**src/rtl/timer_regs.vh**
```
// Purpose: offsets, fields, reset values and counts of the timer pair
// Assumes: 32-bit AXI4-Lite data, registers in the low byte lane
// Notes:   definitions only
`ifndef TIMER_REGS_VH
`define TIMER_REGS_VH

// ---------------------------------------------------------------
// register byte addresses
// ---------------------------------------------------------------
`define TMR_ADDR_CTRL     8'h00
`define TMR_ADDR_MODE     8'h04
`define TMR_ADDR_LOW0     8'h08
`define TMR_ADDR_HIGH0    8'h0c
`define TMR_ADDR_LOW1     8'h10
`define TMR_ADDR_HIGH1    8'h14
`define TMR_ADDR_CONFIG   8'h18

// ---------------------------------------------------------------
// control register bits
// ---------------------------------------------------------------
`define TMR_CTRL_RUN0     4
`define TMR_CTRL_OVF0     5
`define TMR_CTRL_RUN1     6
`define TMR_CTRL_OVF1     7

// ---------------------------------------------------------------
// mode register fields
// ---------------------------------------------------------------
`define TMR_MODE0_LSB     0
`define TMR_SRC0          2
`define TMR_GATE_ENABLE         3
`define TMR_MODE1_LSB     4
`define TMR_SRC1          6
`define TMR_GATE1         7

// mode pair encodings
`define TMR_M_13BIT       2'h0
`define TMR_M_16BIT       2'h1
`define TMR_M_RELOAD      2'h2
`define TMR_M_SPLIT       2'h3

// config register: double speed bit
`define TMR_CFG_X2        0

// ---------------------------------------------------------------
// reset values and timing counts
// ---------------------------------------------------------------
`define TMR_RST_BYTE      8'h00
// peripheral cycle = 6 peripheral clocks; osc/2 standard, osc in X2
`define TMR_DIV_STD       4'hc
`define TMR_DIV_X2        4'h6
`define TMR_RESP_OKAY     2'h0
`define TMR_RESP_SLVERR   2'h2

`endif

```
**src/rtl/timer_pair.v**
```verilog
// Purpose: two timer/counters with an AXI4-Lite register slave
// Assumes: CLK_SYS is the oscillator; pins are asynchronous
// Notes:   overflow flags drive the interrupt request outputs
//
// Contract
// - run enable counts low byte; low overflow bumps high; high overflow sets flag
// - starting the count leaves both count bytes as they were
// - source bit picks peripheral cycle (0) or count pin edges (1)
// - timer counts once per peripheral cycle of six peripheral clocks
// - timer rate is oscillator over twelve, or over six in double speed
// - count pin sampled each peripheral cycle; high then low counts one
// - edge recognition spans two peripheral cycles
// - two-bit mode pair per unit selects one of four modes
// - unit 0 uses low mode nibble and control bits 4 and 5
// - input passes only when run set and gate off or gate pin high; unit 1 passes with run clear while unit 0 is in mode 3
// - roll-over from all ones sets the unit overflow flag; in unit 0 mode 3 unit 1 roll-over sets none, unit 0 high byte sets flag 1
// - mode 0 is a 13-bit count with a modulo 32 prescaler
// - gate enable is mode bit 7 for unit 1, bit 3 for unit 0
// - unit 1 mode 0 uses its own run, flag and gate pin; while unit 0 is in mode 3 it ignores its run bit and sets no flag
// - mode 1 cascades both bytes into a 16-bit count
// - mode 2 reloads low byte from high byte on overflow
// - vectoring to the interrupt routine clears the overflow flag
`timescale 1ns/10ps
`include "timer_regs.vh"

module timer_pair (
  // clock and reset
  input  wire        CLK_SYS,
  input  wire        RST,
  // write address channel
  input  wire [7:0]  AWADDR,
  input  wire        AWVALID,
  output reg         AWREADY,
  // write data channel
  input  wire [31:0] WDATA,
  input  wire [3:0]  WSTRB,
  input  wire        WVALID,
  output reg         WREADY,
  // write response channel
  output reg  [1:0]  BRESP,
  output reg         BVALID,
  input  wire        BREADY,
  // read address channel
  input  wire [7:0]  ARADDR,
  input  wire        ARVALID,
  output reg         ARREADY,
  // read data channel
  output reg  [31:0] RDATA,
  output reg  [1:0]  RRESP,
  output reg         RVALID,
  input  wire        RREADY,
  // external pins
  input  wire        COUNT_PIN0,
  input  wire        COUNT_PIN1,
  input  wire        GATE_PIN0,
  input  wire        GATE_PIN1,
  // interrupt vector acknowledge
  input  wire        VECTOR_ACK0,
  input  wire        VECTOR_ACK1,
  // overflow interrupt requests
  output reg         OVF_IRQ0,
  output reg         OVF_IRQ1
);

  // ---------------------------------------------------------------
  // declarations
  // ---------------------------------------------------------------
  reg  [7:0] mode_ff;
  reg        run0_ff;
  reg        run1_ff;
  reg        x2_ff;
  reg  [3:0] div_ff;
  reg        per_tick_ff;
  reg  [3:0] pin_s1_ff;
  reg  [3:0] pin_s2_ff;
  reg  [3:0] pin_s3_ff;
  reg  [3:0] pin_lvl_ff;
  reg        sample0_ff;
  reg        sample1_ff;
  reg        aw_got_ff;
  reg        w_got_ff;
  reg  [7:0] awaddr_ff;
  reg  [7:0] wdata_ff;
  reg        wlane_ff;
  reg  [7:0] rd_byte;
  reg        rd_hit;
  reg        wr_hit;
  wire       do_write;
  wire [3:0] pin_raw;
  wire [3:0] div_last;
  wire       edge0;
  wire       edge1;
  wire       src0;
  wire       src1;
  wire       gate_ok0;
  wire       gate_ok1;
  wire       t0_split;
  wire       run1_eff;
  wire       tick0;
  wire       tick1;
  wire       tick0_high;
  wire [7:0] low0;
  wire [7:0] high0;
  wire [7:0] low1;
  wire [7:0] high1;
  wire       ovf0_low;
  wire       ovf0_high;
  wire       ovf1_low;
  wire       set_ovf0;
  wire       set_ovf1;
  wire       wr_ctrl;
  wire       clr_ovf0;
  wire       clr_ovf1;
  wire [7:0] rd_addr;

  // ---------------------------------------------------------------
  // pin synchronisers
  // ---------------------------------------------------------------
  // pin order: count0, count1, gate0, gate1
  assign pin_raw = {GATE_PIN1, GATE_PIN0, COUNT_PIN1, COUNT_PIN0};

  // three flops; level moves only when stages two and three agree
  genvar gi;
  generate
    for (gi = 0; gi < 4; gi = gi + 1) begin : g_sync
      always @(posedge CLK_SYS or posedge RST) begin
        if (RST) begin
          pin_s1_ff[gi]  <= 1'b0;
          pin_s2_ff[gi]  <= 1'b0;
          pin_s3_ff[gi]  <= 1'b0;
          pin_lvl_ff[gi] <= 1'b0;
        end else begin
          pin_s1_ff[gi] <= pin_raw[gi];
          pin_s2_ff[gi] <= pin_s1_ff[gi];
          pin_s3_ff[gi] <= pin_s2_ff[gi];
          if (pin_s2_ff[gi] == pin_s3_ff[gi]) begin
            pin_lvl_ff[gi] <= pin_s3_ff[gi];
          end
        end
      end
    end
  endgenerate

  // ---------------------------------------------------------------
  // peripheral cycle divider
  // ---------------------------------------------------------------
  // twelve oscillator clocks, or six in double speed
  assign div_last = (x2_ff ? `TMR_DIV_X2 : `TMR_DIV_STD) - 4'h1;

  // one tick per peripheral cycle
  always @(posedge CLK_SYS or posedge RST) begin
    if (RST) begin
      div_ff      <= 4'h0;
      per_tick_ff <= 1'b0;
    end else begin
      if (div_ff >= div_last) begin
        div_ff <= 4'h0;
      end else begin
        div_ff <= div_ff + 4'h1;
      end
      per_tick_ff <= (div_ff >= div_last);
    end
  end

  // ---------------------------------------------------------------
  // count pin sampling
  // ---------------------------------------------------------------
  // sample once per peripheral cycle
  always @(posedge CLK_SYS or posedge RST) begin
    if (RST) begin
      sample0_ff <= 1'b0;
      sample1_ff <= 1'b0;
    end else if (per_tick_ff) begin
      sample0_ff <= pin_lvl_ff[0];
      sample1_ff <= pin_lvl_ff[1];
    end
  end

  // previous sample high, this sample low: one count
  assign edge0 = per_tick_ff & sample0_ff & ~pin_lvl_ff[0];
  assign edge1 = per_tick_ff & sample1_ff & ~pin_lvl_ff[1];

  // ---------------------------------------------------------------
  // input selection and gating
  // ---------------------------------------------------------------
  // source: peripheral cycle or count pin edge
  assign src0 = mode_ff[`TMR_SRC0] ? edge0 : per_tick_ff;
  assign src1 = mode_ff[`TMR_SRC1] ? edge1 : per_tick_ff;

  // per-unit gate enable and gate pin
  assign gate_ok0 = ~mode_ff[`TMR_GATE_ENABLE] | pin_lvl_ff[2];
  assign gate_ok1 = ~mode_ff[`TMR_GATE1] | pin_lvl_ff[3];

  // unit 0 split mode borrows unit 1 run bit and flag
  assign t0_split = (mode_ff[`TMR_MODE0_LSB+1:`TMR_MODE0_LSB] == `TMR_M_SPLIT);
  assign run1_eff = t0_split | run1_ff;

  // counted input passes only while running (unit 1 also with run clear while unit 0 splits) and gate allows; split high byte takes no gate
  assign tick0      = run0_ff & gate_ok0 & src0;
  assign tick1      = run1_eff & gate_ok1 & src1;
  assign tick0_high = run1_ff & per_tick_ff;

  // ---------------------------------------------------------------
  // count units
  // ---------------------------------------------------------------
  // unit 0: low mode nibble
  timer_count_unit u_unit0 (
    .clk       (CLK_SYS),
    .rst       (RST),
    .mode      (mode_ff[`TMR_MODE0_LSB+1:`TMR_MODE0_LSB]),
    .split     (1'b1),
    .tick_low  (tick0),
    .tick_high (tick0_high),
    .wr_low    (do_write & wlane_ff & (awaddr_ff == `TMR_ADDR_LOW0)),
    .wr_high   (do_write & wlane_ff & (awaddr_ff == `TMR_ADDR_HIGH0)),
    .wr_data   (wdata_ff),
    .low_ff    (low0),
    .high_ff   (high0),
    .ovf_low   (ovf0_low),
    .ovf_high  (ovf0_high)
  );

  // unit 1: high mode nibble; mode 3 holds the count
  timer_count_unit u_unit1 (
    .clk       (CLK_SYS),
    .rst       (RST),
    .mode      (mode_ff[`TMR_MODE1_LSB+1:`TMR_MODE1_LSB]),
    .split     (1'b0),
    .tick_low  (tick1),
    .tick_high (1'b0),
    .wr_low    (do_write & wlane_ff & (awaddr_ff == `TMR_ADDR_LOW1)),
    .wr_high   (do_write & wlane_ff & (awaddr_ff == `TMR_ADDR_HIGH1)),
    .wr_data   (wdata_ff),
    .low_ff    (low1),
    .high_ff   (high1),
    .ovf_low   (ovf1_low),
    .ovf_high  ()
  );

  // ---------------------------------------------------------------
  // overflow flags
  // ---------------------------------------------------------------
  assign set_ovf0 = ovf0_low;
  assign set_ovf1 = t0_split ? ovf0_high : ovf1_low;
  assign wr_ctrl  = do_write & wlane_ff & (awaddr_ff == `TMR_ADDR_CTRL);
  assign clr_ovf0 = VECTOR_ACK0 | (wr_ctrl & ~wdata_ff[`TMR_CTRL_OVF0]);
  assign clr_ovf1 = VECTOR_ACK1 | (wr_ctrl & ~wdata_ff[`TMR_CTRL_OVF1]);

  // set wins over any clear in the same cycle
  always @(posedge CLK_SYS or posedge RST) begin
    if (RST) begin
      OVF_IRQ0 <= 1'b0;
      OVF_IRQ1 <= 1'b0;
    end else begin
      if (set_ovf0) begin
        OVF_IRQ0 <= 1'b1;
      end else if (wr_ctrl & wdata_ff[`TMR_CTRL_OVF0]) begin
        OVF_IRQ0 <= 1'b1;
      end else if (clr_ovf0) begin
        OVF_IRQ0 <= 1'b0;
      end
      if (set_ovf1) begin
        OVF_IRQ1 <= 1'b1;
      end else if (wr_ctrl & wdata_ff[`TMR_CTRL_OVF1]) begin
        OVF_IRQ1 <= 1'b1;
      end else if (clr_ovf1) begin
        OVF_IRQ1 <= 1'b0;
      end
    end
  end

  // ---------------------------------------------------------------
  // control, mode and config registers
  // ---------------------------------------------------------------
  // run bits never touch the count bytes
  always @(posedge CLK_SYS or posedge RST) begin
    if (RST) begin
      run0_ff <= 1'b0;
      run1_ff <= 1'b0;
      mode_ff <= `TMR_RST_BYTE;
      x2_ff   <= 1'b0;
    end else if (do_write & wlane_ff) begin
      if (awaddr_ff == `TMR_ADDR_CTRL) begin
        run0_ff <= wdata_ff[`TMR_CTRL_RUN0];
        run1_ff <= wdata_ff[`TMR_CTRL_RUN1];
      end else if (awaddr_ff == `TMR_ADDR_MODE) begin
        mode_ff <= wdata_ff;
      end else if (awaddr_ff == `TMR_ADDR_CONFIG) begin
        x2_ff <= wdata_ff[`TMR_CFG_X2];
      end
    end
  end

  // ---------------------------------------------------------------
  // AXI4-Lite write path
  // ---------------------------------------------------------------
  assign do_write = aw_got_ff & w_got_ff & ~BVALID;

  // address decode for the write response
  always @* begin
    if (awaddr_ff == `TMR_ADDR_CTRL) begin
      wr_hit = 1'b1;
    end else if (awaddr_ff == `TMR_ADDR_MODE) begin
      wr_hit = 1'b1;
    end else if (awaddr_ff == `TMR_ADDR_LOW0 || awaddr_ff == `TMR_ADDR_HIGH0) begin
      wr_hit = 1'b1;
    end else if (awaddr_ff == `TMR_ADDR_LOW1 || awaddr_ff == `TMR_ADDR_HIGH1) begin
      wr_hit = 1'b1;
    end else if (awaddr_ff == `TMR_ADDR_CONFIG) begin
      wr_hit = 1'b1;
    end else begin
      wr_hit = 1'b0;
    end
  end

  // address and data taken in either order
  always @(posedge CLK_SYS or posedge RST) begin
    if (RST) begin
      AWREADY   <= 1'b1;
      WREADY    <= 1'b1;
      BVALID    <= 1'b0;
      BRESP     <= `TMR_RESP_OKAY;
      aw_got_ff <= 1'b0;
      w_got_ff  <= 1'b0;
      awaddr_ff <= 8'h00;
      wdata_ff  <= 8'h00;
      wlane_ff  <= 1'b0;
    end else begin
      if (AWREADY & AWVALID) begin
        AWREADY   <= 1'b0;
        aw_got_ff <= 1'b1;
        awaddr_ff <= {AWADDR[7:2], 2'b00};
      end
      if (WREADY & WVALID) begin
        WREADY   <= 1'b0;
        w_got_ff <= 1'b1;
        wdata_ff <= WDATA[7:0];
        wlane_ff <= WSTRB[0];
      end
      if (do_write) begin
        aw_got_ff <= 1'b0;
        w_got_ff  <= 1'b0;
        BVALID    <= 1'b1;
        BRESP     <= wr_hit ? `TMR_RESP_OKAY : `TMR_RESP_SLVERR;
      end
      if (BVALID & BREADY) begin
        BVALID  <= 1'b0;
        AWREADY <= 1'b1;
        WREADY  <= 1'b1;
      end
    end
  end

  // ---------------------------------------------------------------
  // AXI4-Lite read path
  // ---------------------------------------------------------------
  // word-aligned read address
  assign rd_addr = {ARADDR[7:2], 2'b00};

  // read mux; count bytes readable at any time
  always @* begin
    rd_hit  = 1'b1;
    rd_byte = 8'h00;
    if (rd_addr == `TMR_ADDR_CTRL) begin
      rd_byte = {OVF_IRQ1, run1_ff, OVF_IRQ0, run0_ff, 4'h0};
    end else if (rd_addr == `TMR_ADDR_MODE) begin
      rd_byte = mode_ff;
    end else if (rd_addr == `TMR_ADDR_LOW0) begin
      rd_byte = low0;
    end else if (rd_addr == `TMR_ADDR_HIGH0) begin
      rd_byte = high0;
    end else if (rd_addr == `TMR_ADDR_LOW1) begin
      rd_byte = low1;
    end else if (rd_addr == `TMR_ADDR_HIGH1) begin
      rd_byte = high1;
    end else if (rd_addr == `TMR_ADDR_CONFIG) begin
      rd_byte = {7'h00, x2_ff};
    end else begin
      rd_hit = 1'b0;
    end
  end

  // one read at a time; answer one edge after the address
  always @(posedge CLK_SYS or posedge RST) begin
    if (RST) begin
      ARREADY <= 1'b1;
      RVALID  <= 1'b0;
      RDATA   <= 32'h00000000;
      RRESP   <= `TMR_RESP_OKAY;
    end else begin
      if (ARREADY & ARVALID) begin
        ARREADY <= 1'b0;
        RVALID  <= 1'b1;
        RDATA   <= {24'h000000, rd_byte};
        RRESP   <= rd_hit ? `TMR_RESP_OKAY : `TMR_RESP_SLVERR;
      end else if (RVALID & RREADY) begin
        RVALID  <= 1'b0;
        ARREADY <= 1'b1;
      end
    end
  end

endmodule

```
**src/rtl/timer_count_unit.v**
```verilog
// Purpose: one timer/counter: low and high count bytes, four modes
// Assumes: ticks already gated by run and gate logic
// Notes:   upper three low-byte bits hold their value in 13-bit mode
`timescale 1ns/10ps
`include "timer_regs.vh"

module timer_count_unit (
  // clock and reset
  input  wire       clk,
  input  wire       rst,
  // configuration
  input  wire [1:0] mode,
  input  wire       split,
  // count events
  input  wire       tick_low,
  input  wire       tick_high,
  // software preset
  input  wire       wr_low,
  input  wire       wr_high,
  input  wire [7:0] wr_data,
  // state and overflow events
  output reg  [7:0] low_ff,
  output reg  [7:0] high_ff,
  output wire       ovf_low,
  output wire       ovf_high
);

  reg  [7:0] nxt_low;
  reg  [7:0] nxt_high;
  wire       low5_max = (low_ff[4:0] == 5'h1f);
  wire       low_max  = (low_ff == 8'hff);
  wire       high_max = (high_ff == 8'hff);
  wire       split_on = split & (mode == `TMR_M_SPLIT);

  // roll-over from all ones, per mode
  assign ovf_low = tick_low & ((mode == `TMR_M_13BIT)  ? (low5_max & high_max) :
                               (mode == `TMR_M_16BIT)  ? (low_max & high_max) :
                               (mode == `TMR_M_RELOAD) ? low_max :
                               (split_on & low_max));
  assign ovf_high = tick_high & split_on & high_max;

  // next count values
  always @* begin
    nxt_low  = low_ff;
    nxt_high = high_ff;
    if (tick_low) begin
      case (mode)
        `TMR_M_13BIT: begin
          nxt_low = {low_ff[7:5], low_ff[4:0] + 5'h01};
          if (low5_max) begin
            nxt_high = high_ff + 8'h01;
          end
        end
        `TMR_M_16BIT: begin
          nxt_low = low_ff + 8'h01;
          if (low_max) begin
            nxt_high = high_ff + 8'h01;
          end
        end
        `TMR_M_RELOAD: begin
          nxt_low = low_max ? high_ff : low_ff + 8'h01;
        end
        default: begin
          if (split_on) begin
            nxt_low = low_ff + 8'h01;
          end
        end
      endcase
    end
    if (tick_high & split_on) begin
      nxt_high = high_ff + 8'h01;
    end
    if (wr_low) begin
      nxt_low = wr_data;
    end
    if (wr_high) begin
      nxt_high = wr_data;
    end
  end

  // count byte flops
  always @(posedge clk or posedge rst) begin
    if (rst) begin
      low_ff  <= `TMR_RST_BYTE;
      high_ff <= `TMR_RST_BYTE;
    end else begin
      low_ff  <= nxt_low;
      high_ff <= nxt_high;
    end
  end

endmodule

```
**config.mk**
```make
export PLATFORM = sky130hd
export DESIGN_NAME = timer_pair
export DESIGN_NICKNAME = d
export VERILOG_FILES = /design/src/rtl/timer_pair.v /design/src/rtl/timer_count_unit.v
export VERILOG_INCLUDE_DIRS = /design/src /design/src/rtl
export SDC_FILE = /design/constraint.sdc
export NUM_CORES = 1
export LEC_CHECK = 0
export BUFFER_PORTS_ARGS = -buffer_cell sky130_fd_sc_hd__buf_2
export CORE_ASPECT_RATIO = 1.5
export CORE_MARGIN = 2
export CORE_UTILIZATION = 43
export CTS_CLUSTER_SIZE = 10
export DETAILED_ROUTE_END_ITERATION = 6
export GPL_TIMING_DRIVEN = 0
export HOLD_SLACK_MARGIN = 0.03
export RECOVER_POWER = 25
export SYNTH_ARGS = -nofsm -noshare
export SYNTH_HDL_FRONTEND = slang
export SYNTH_SLANG_ARGS = --single-unit
```
**constraint.sdc**
```tcl
create_clock -name CLK_SYS -period 3.9 [get_ports CLK_SYS]
set_input_delay 0.39 -clock CLK_SYS [delete_from_list [all_inputs] [get_ports CLK_SYS]]
set_output_delay 0.39 -clock CLK_SYS [all_outputs]
set_load 0.005 [all_outputs]
```
==> metrics.txt <==
Antenna Cells=0; Synth Instances=548; global-route met3 utilization=4.09%; post-synthesis simple-gate area fraction=16.1%; grt total ovfl=0; clock transition at the registers of the reported paths=70 ps; Non-Filler Instances=797; Distinct cells, synth=60; total power=3.81 mW; GR peak layer=met2; Crit Path Class=input pin to asynchronous set/reset pin; mux contribution to synthesized area=10.5%; number of global-route vias before repair=4410; drt first-iter violations=213; fin crit share=65.7%; worst path required time=4040 ps; Synth top area share=43.5%; CTS tree=yes; failing checks=capacitance limit, slew limit; initial core utilization=43.5%; Clock Latency Late Sink=350 ps; gp weighted congestion=0.940; deepest level of the CTS H-tree=3; Cell Rows=51; Worst VDD drop=0.363 mV; drt total wl=14300 um; largest net degree at the start of global routing=72; Top FF cell, synth=dfrtp_1; Max Cap Violations=1; DRT Pass-1 Iters=5; XOR/XNOR Fraction of Synth Area=1.72%; main combinational cell family by area after synthesis=compound AO/OA/AOI/OAI gates; Placed Instances=781; peak fanout along the critical path=71; Synth Area in Adders=3.63%; met2 Use GR=36.5%; most frequent cell after synthesis=dfrtp_1; met1 usage=25.3%; post-synthesis sequential area ratio=44.9%; Post-CTS Resized=0; CTS Buf Count=9; Compound-Gate Fraction of Synth Area=16.6%; first-pass GRT wire length=22800 um; I/O pin total=108; Antenna Violating Nets Remaining=0; Core ar.=12800 um^2; Clock Root Buffer=clkbuf_16; dpl ws=1460 ps; Syn Area/Cell=10.2 um^2; Worst EP arrival=2700 ps; Mapped Area=5590 um^2; DR vias/cell=5.74; Final Worst Setup Slack=1340 ps; post-DR wirelength/cell=18.0 um; Max Clk Rate=390 MHz; DRC viols=0; #FFs+latches synth=100; CP endpoint kind=asynchronous set/reset pin; dpl hpwl=10800 um; ranking of synthesized cells by area=dfrtp_1, mux2_2, buf_4; slew margin rel.=-14.8%; Layout Nets=711; fraction of layout cells with a size suffix above 1=22.6%; Final min period=2560 ps; Die H=144 um; gr usage total=21.0%; setup repair after global routing missed its margin=false; EDFF count, synth=0; worst hold path type=input pin to register; Setup violations, final=0; yosys warns=0; post-synthesis async set-or-reset flop share=100%; Pwr Density=595 nW/um^2; area grow syn2layout=14.9%; hold_buf cts=0; initial antenna violation count=0; Setup Buffers After CTS=0; total number of vias=4571; Num Clock Sinks=100; Final Hold Vio Count=0; Post-synth top cells=dfrtp_1, nor2_1, nand2_1; # fillers=1200; Post-Route Skew=10.5 ps; Worst Tran Pin Value=1720 ps; crit path launch type=input pin; Clock Tree Buf Depth=2; setup TNS=0 ps; number of I/O port buffers=48; static leakage=2.83 nW; outcome=finished, violations left; Die Area=13900 um^2; Yosys top cell by area=dfrtp_1; Slew Viols, Final=72; Horiz. Die Dim=97.1 um
-- stage by stage --
stage | area, um^2 | hold slack [ps] | util, %
6_report | 6410 | 144 | 50.0
5_1_grt | 6410 | 130 | 50.0
4_1_cts | 6440 | 44.1 | 50.2
3_5_place_dp | 6150 | 336 | 47.9
3_3_place_gp | 6120 | 332 | 47.7
2_1_floorplan | 5680 | 331 | -
-- cells by family (layout without fill, tap and decap cells) --
group / after synthesis / after routing
simple gates: 168 / 168
compound gates: 133 / 133
flops: 100 / 100
buf+inv: 68 / 133
mux: 50 / 50
fa+ha+maj: 17 / 17
xor+xnor: 11 / 11
other cells: 1 / 26
-- flip-flops by register name, summed over array words and instances, names as in the netlist, 4 cells and up --
register / cells
RDATA: 8
awaddr_ff: 6
div_ff: 4
mode_ff: 8
pin_lvl_ff: 4
pin_s1_ff: 4
pin_s2_ff: 4
pin_s3_ff: 4
u_unit0.high_ff: 8
u_unit0.low_ff: 8
u_unit1.high_ff: 8
u_unit1.low_ff: 8
wdata_ff: 8
-- per-layer routing --
metal / up-vias / wire length (um)
met2: 162 / 7200
met5: - / 0
met1: 2236 / 5810
li1: 2135 / -
met4: 0 / 591
met3: 38 / 748
-- layout by cell type, fill, tap and decap left out, types with 19 or more instances in the layout --
| cell type | count |
|---|---|
| mux2i_1 | 19 |
| buf_4 | 26 |
| a21oi_1 | 27 |
| dfrtp_1 | 97 |
| nand2_1 | 36 |
| nor2_1 | 43 |
| conb_1 | 26 |
| o21ai_0 | 28 |
| inv_1 | 23 |
| buf_2 | 53 |
| mux2_2 | 27 |
-- report_power, final --
group / internal [mW] / switching, mW
clock network: 0.453 / 0.440
registers: 1.36 / 0.549
logic: 0.487 / 0.524
total: 2.30 / 1.51
-- area by class of cell --
cell class | instances | area [um^2] | share of cell area (%)
multi-input combinational | 405 | 2810 | 43.7
sequential | 100 | 2510 | 39.1
buffer | 44 | 277 | 4.31
timing repair buffer | 49 | 245 | 3.82
clock buffer | 9 | 225 | 3.51
tap | 159 | 199 | 3.10
inverter | 24 | 91.3 | 1.42
clock inverter | 7 | 65.1 | 1.01
-- worst paths after layout --
kind | slack [ps] | end | startpoint | depth (start not counted)
setup / recovery | 1340 | RDATA[2]$_DFFE_PP0P_ | RST | 3
hold / removal | 140 | pin_s1_ff[3]$_DFF_PP0_ | GATE_PIN1 | 1
setup reg to reg | 1410 | u_unit1.high_ff[5]$_DFFE_PP0P_ | u_unit1.low_ff[1]$_DFFE_PP0P_ | 9
hold reg to reg | 350 | pin_s2_ff[1]$_DFF_PP0_ | pin_s1_ff[1]$_DFF_PP0_ | 0
max in group CLK_SYS | 1410 | u_unit1.high_ff[5]$_DFFE_PP0P_ | u_unit1.low_ff[1]$_DFFE_PP0P_ | 9
min in group asynchronous | 310 | u_unit1.high_ff[7]$_DFFE_PP0P_ | RST | 2
-- worst max-delay path, cell delays in order --
cell and delay [ps]:
buf_2 100, clkinvlp_2 750, clkbuf_2 1390
No activity file was read; power rests on OpenSTA's default activity.
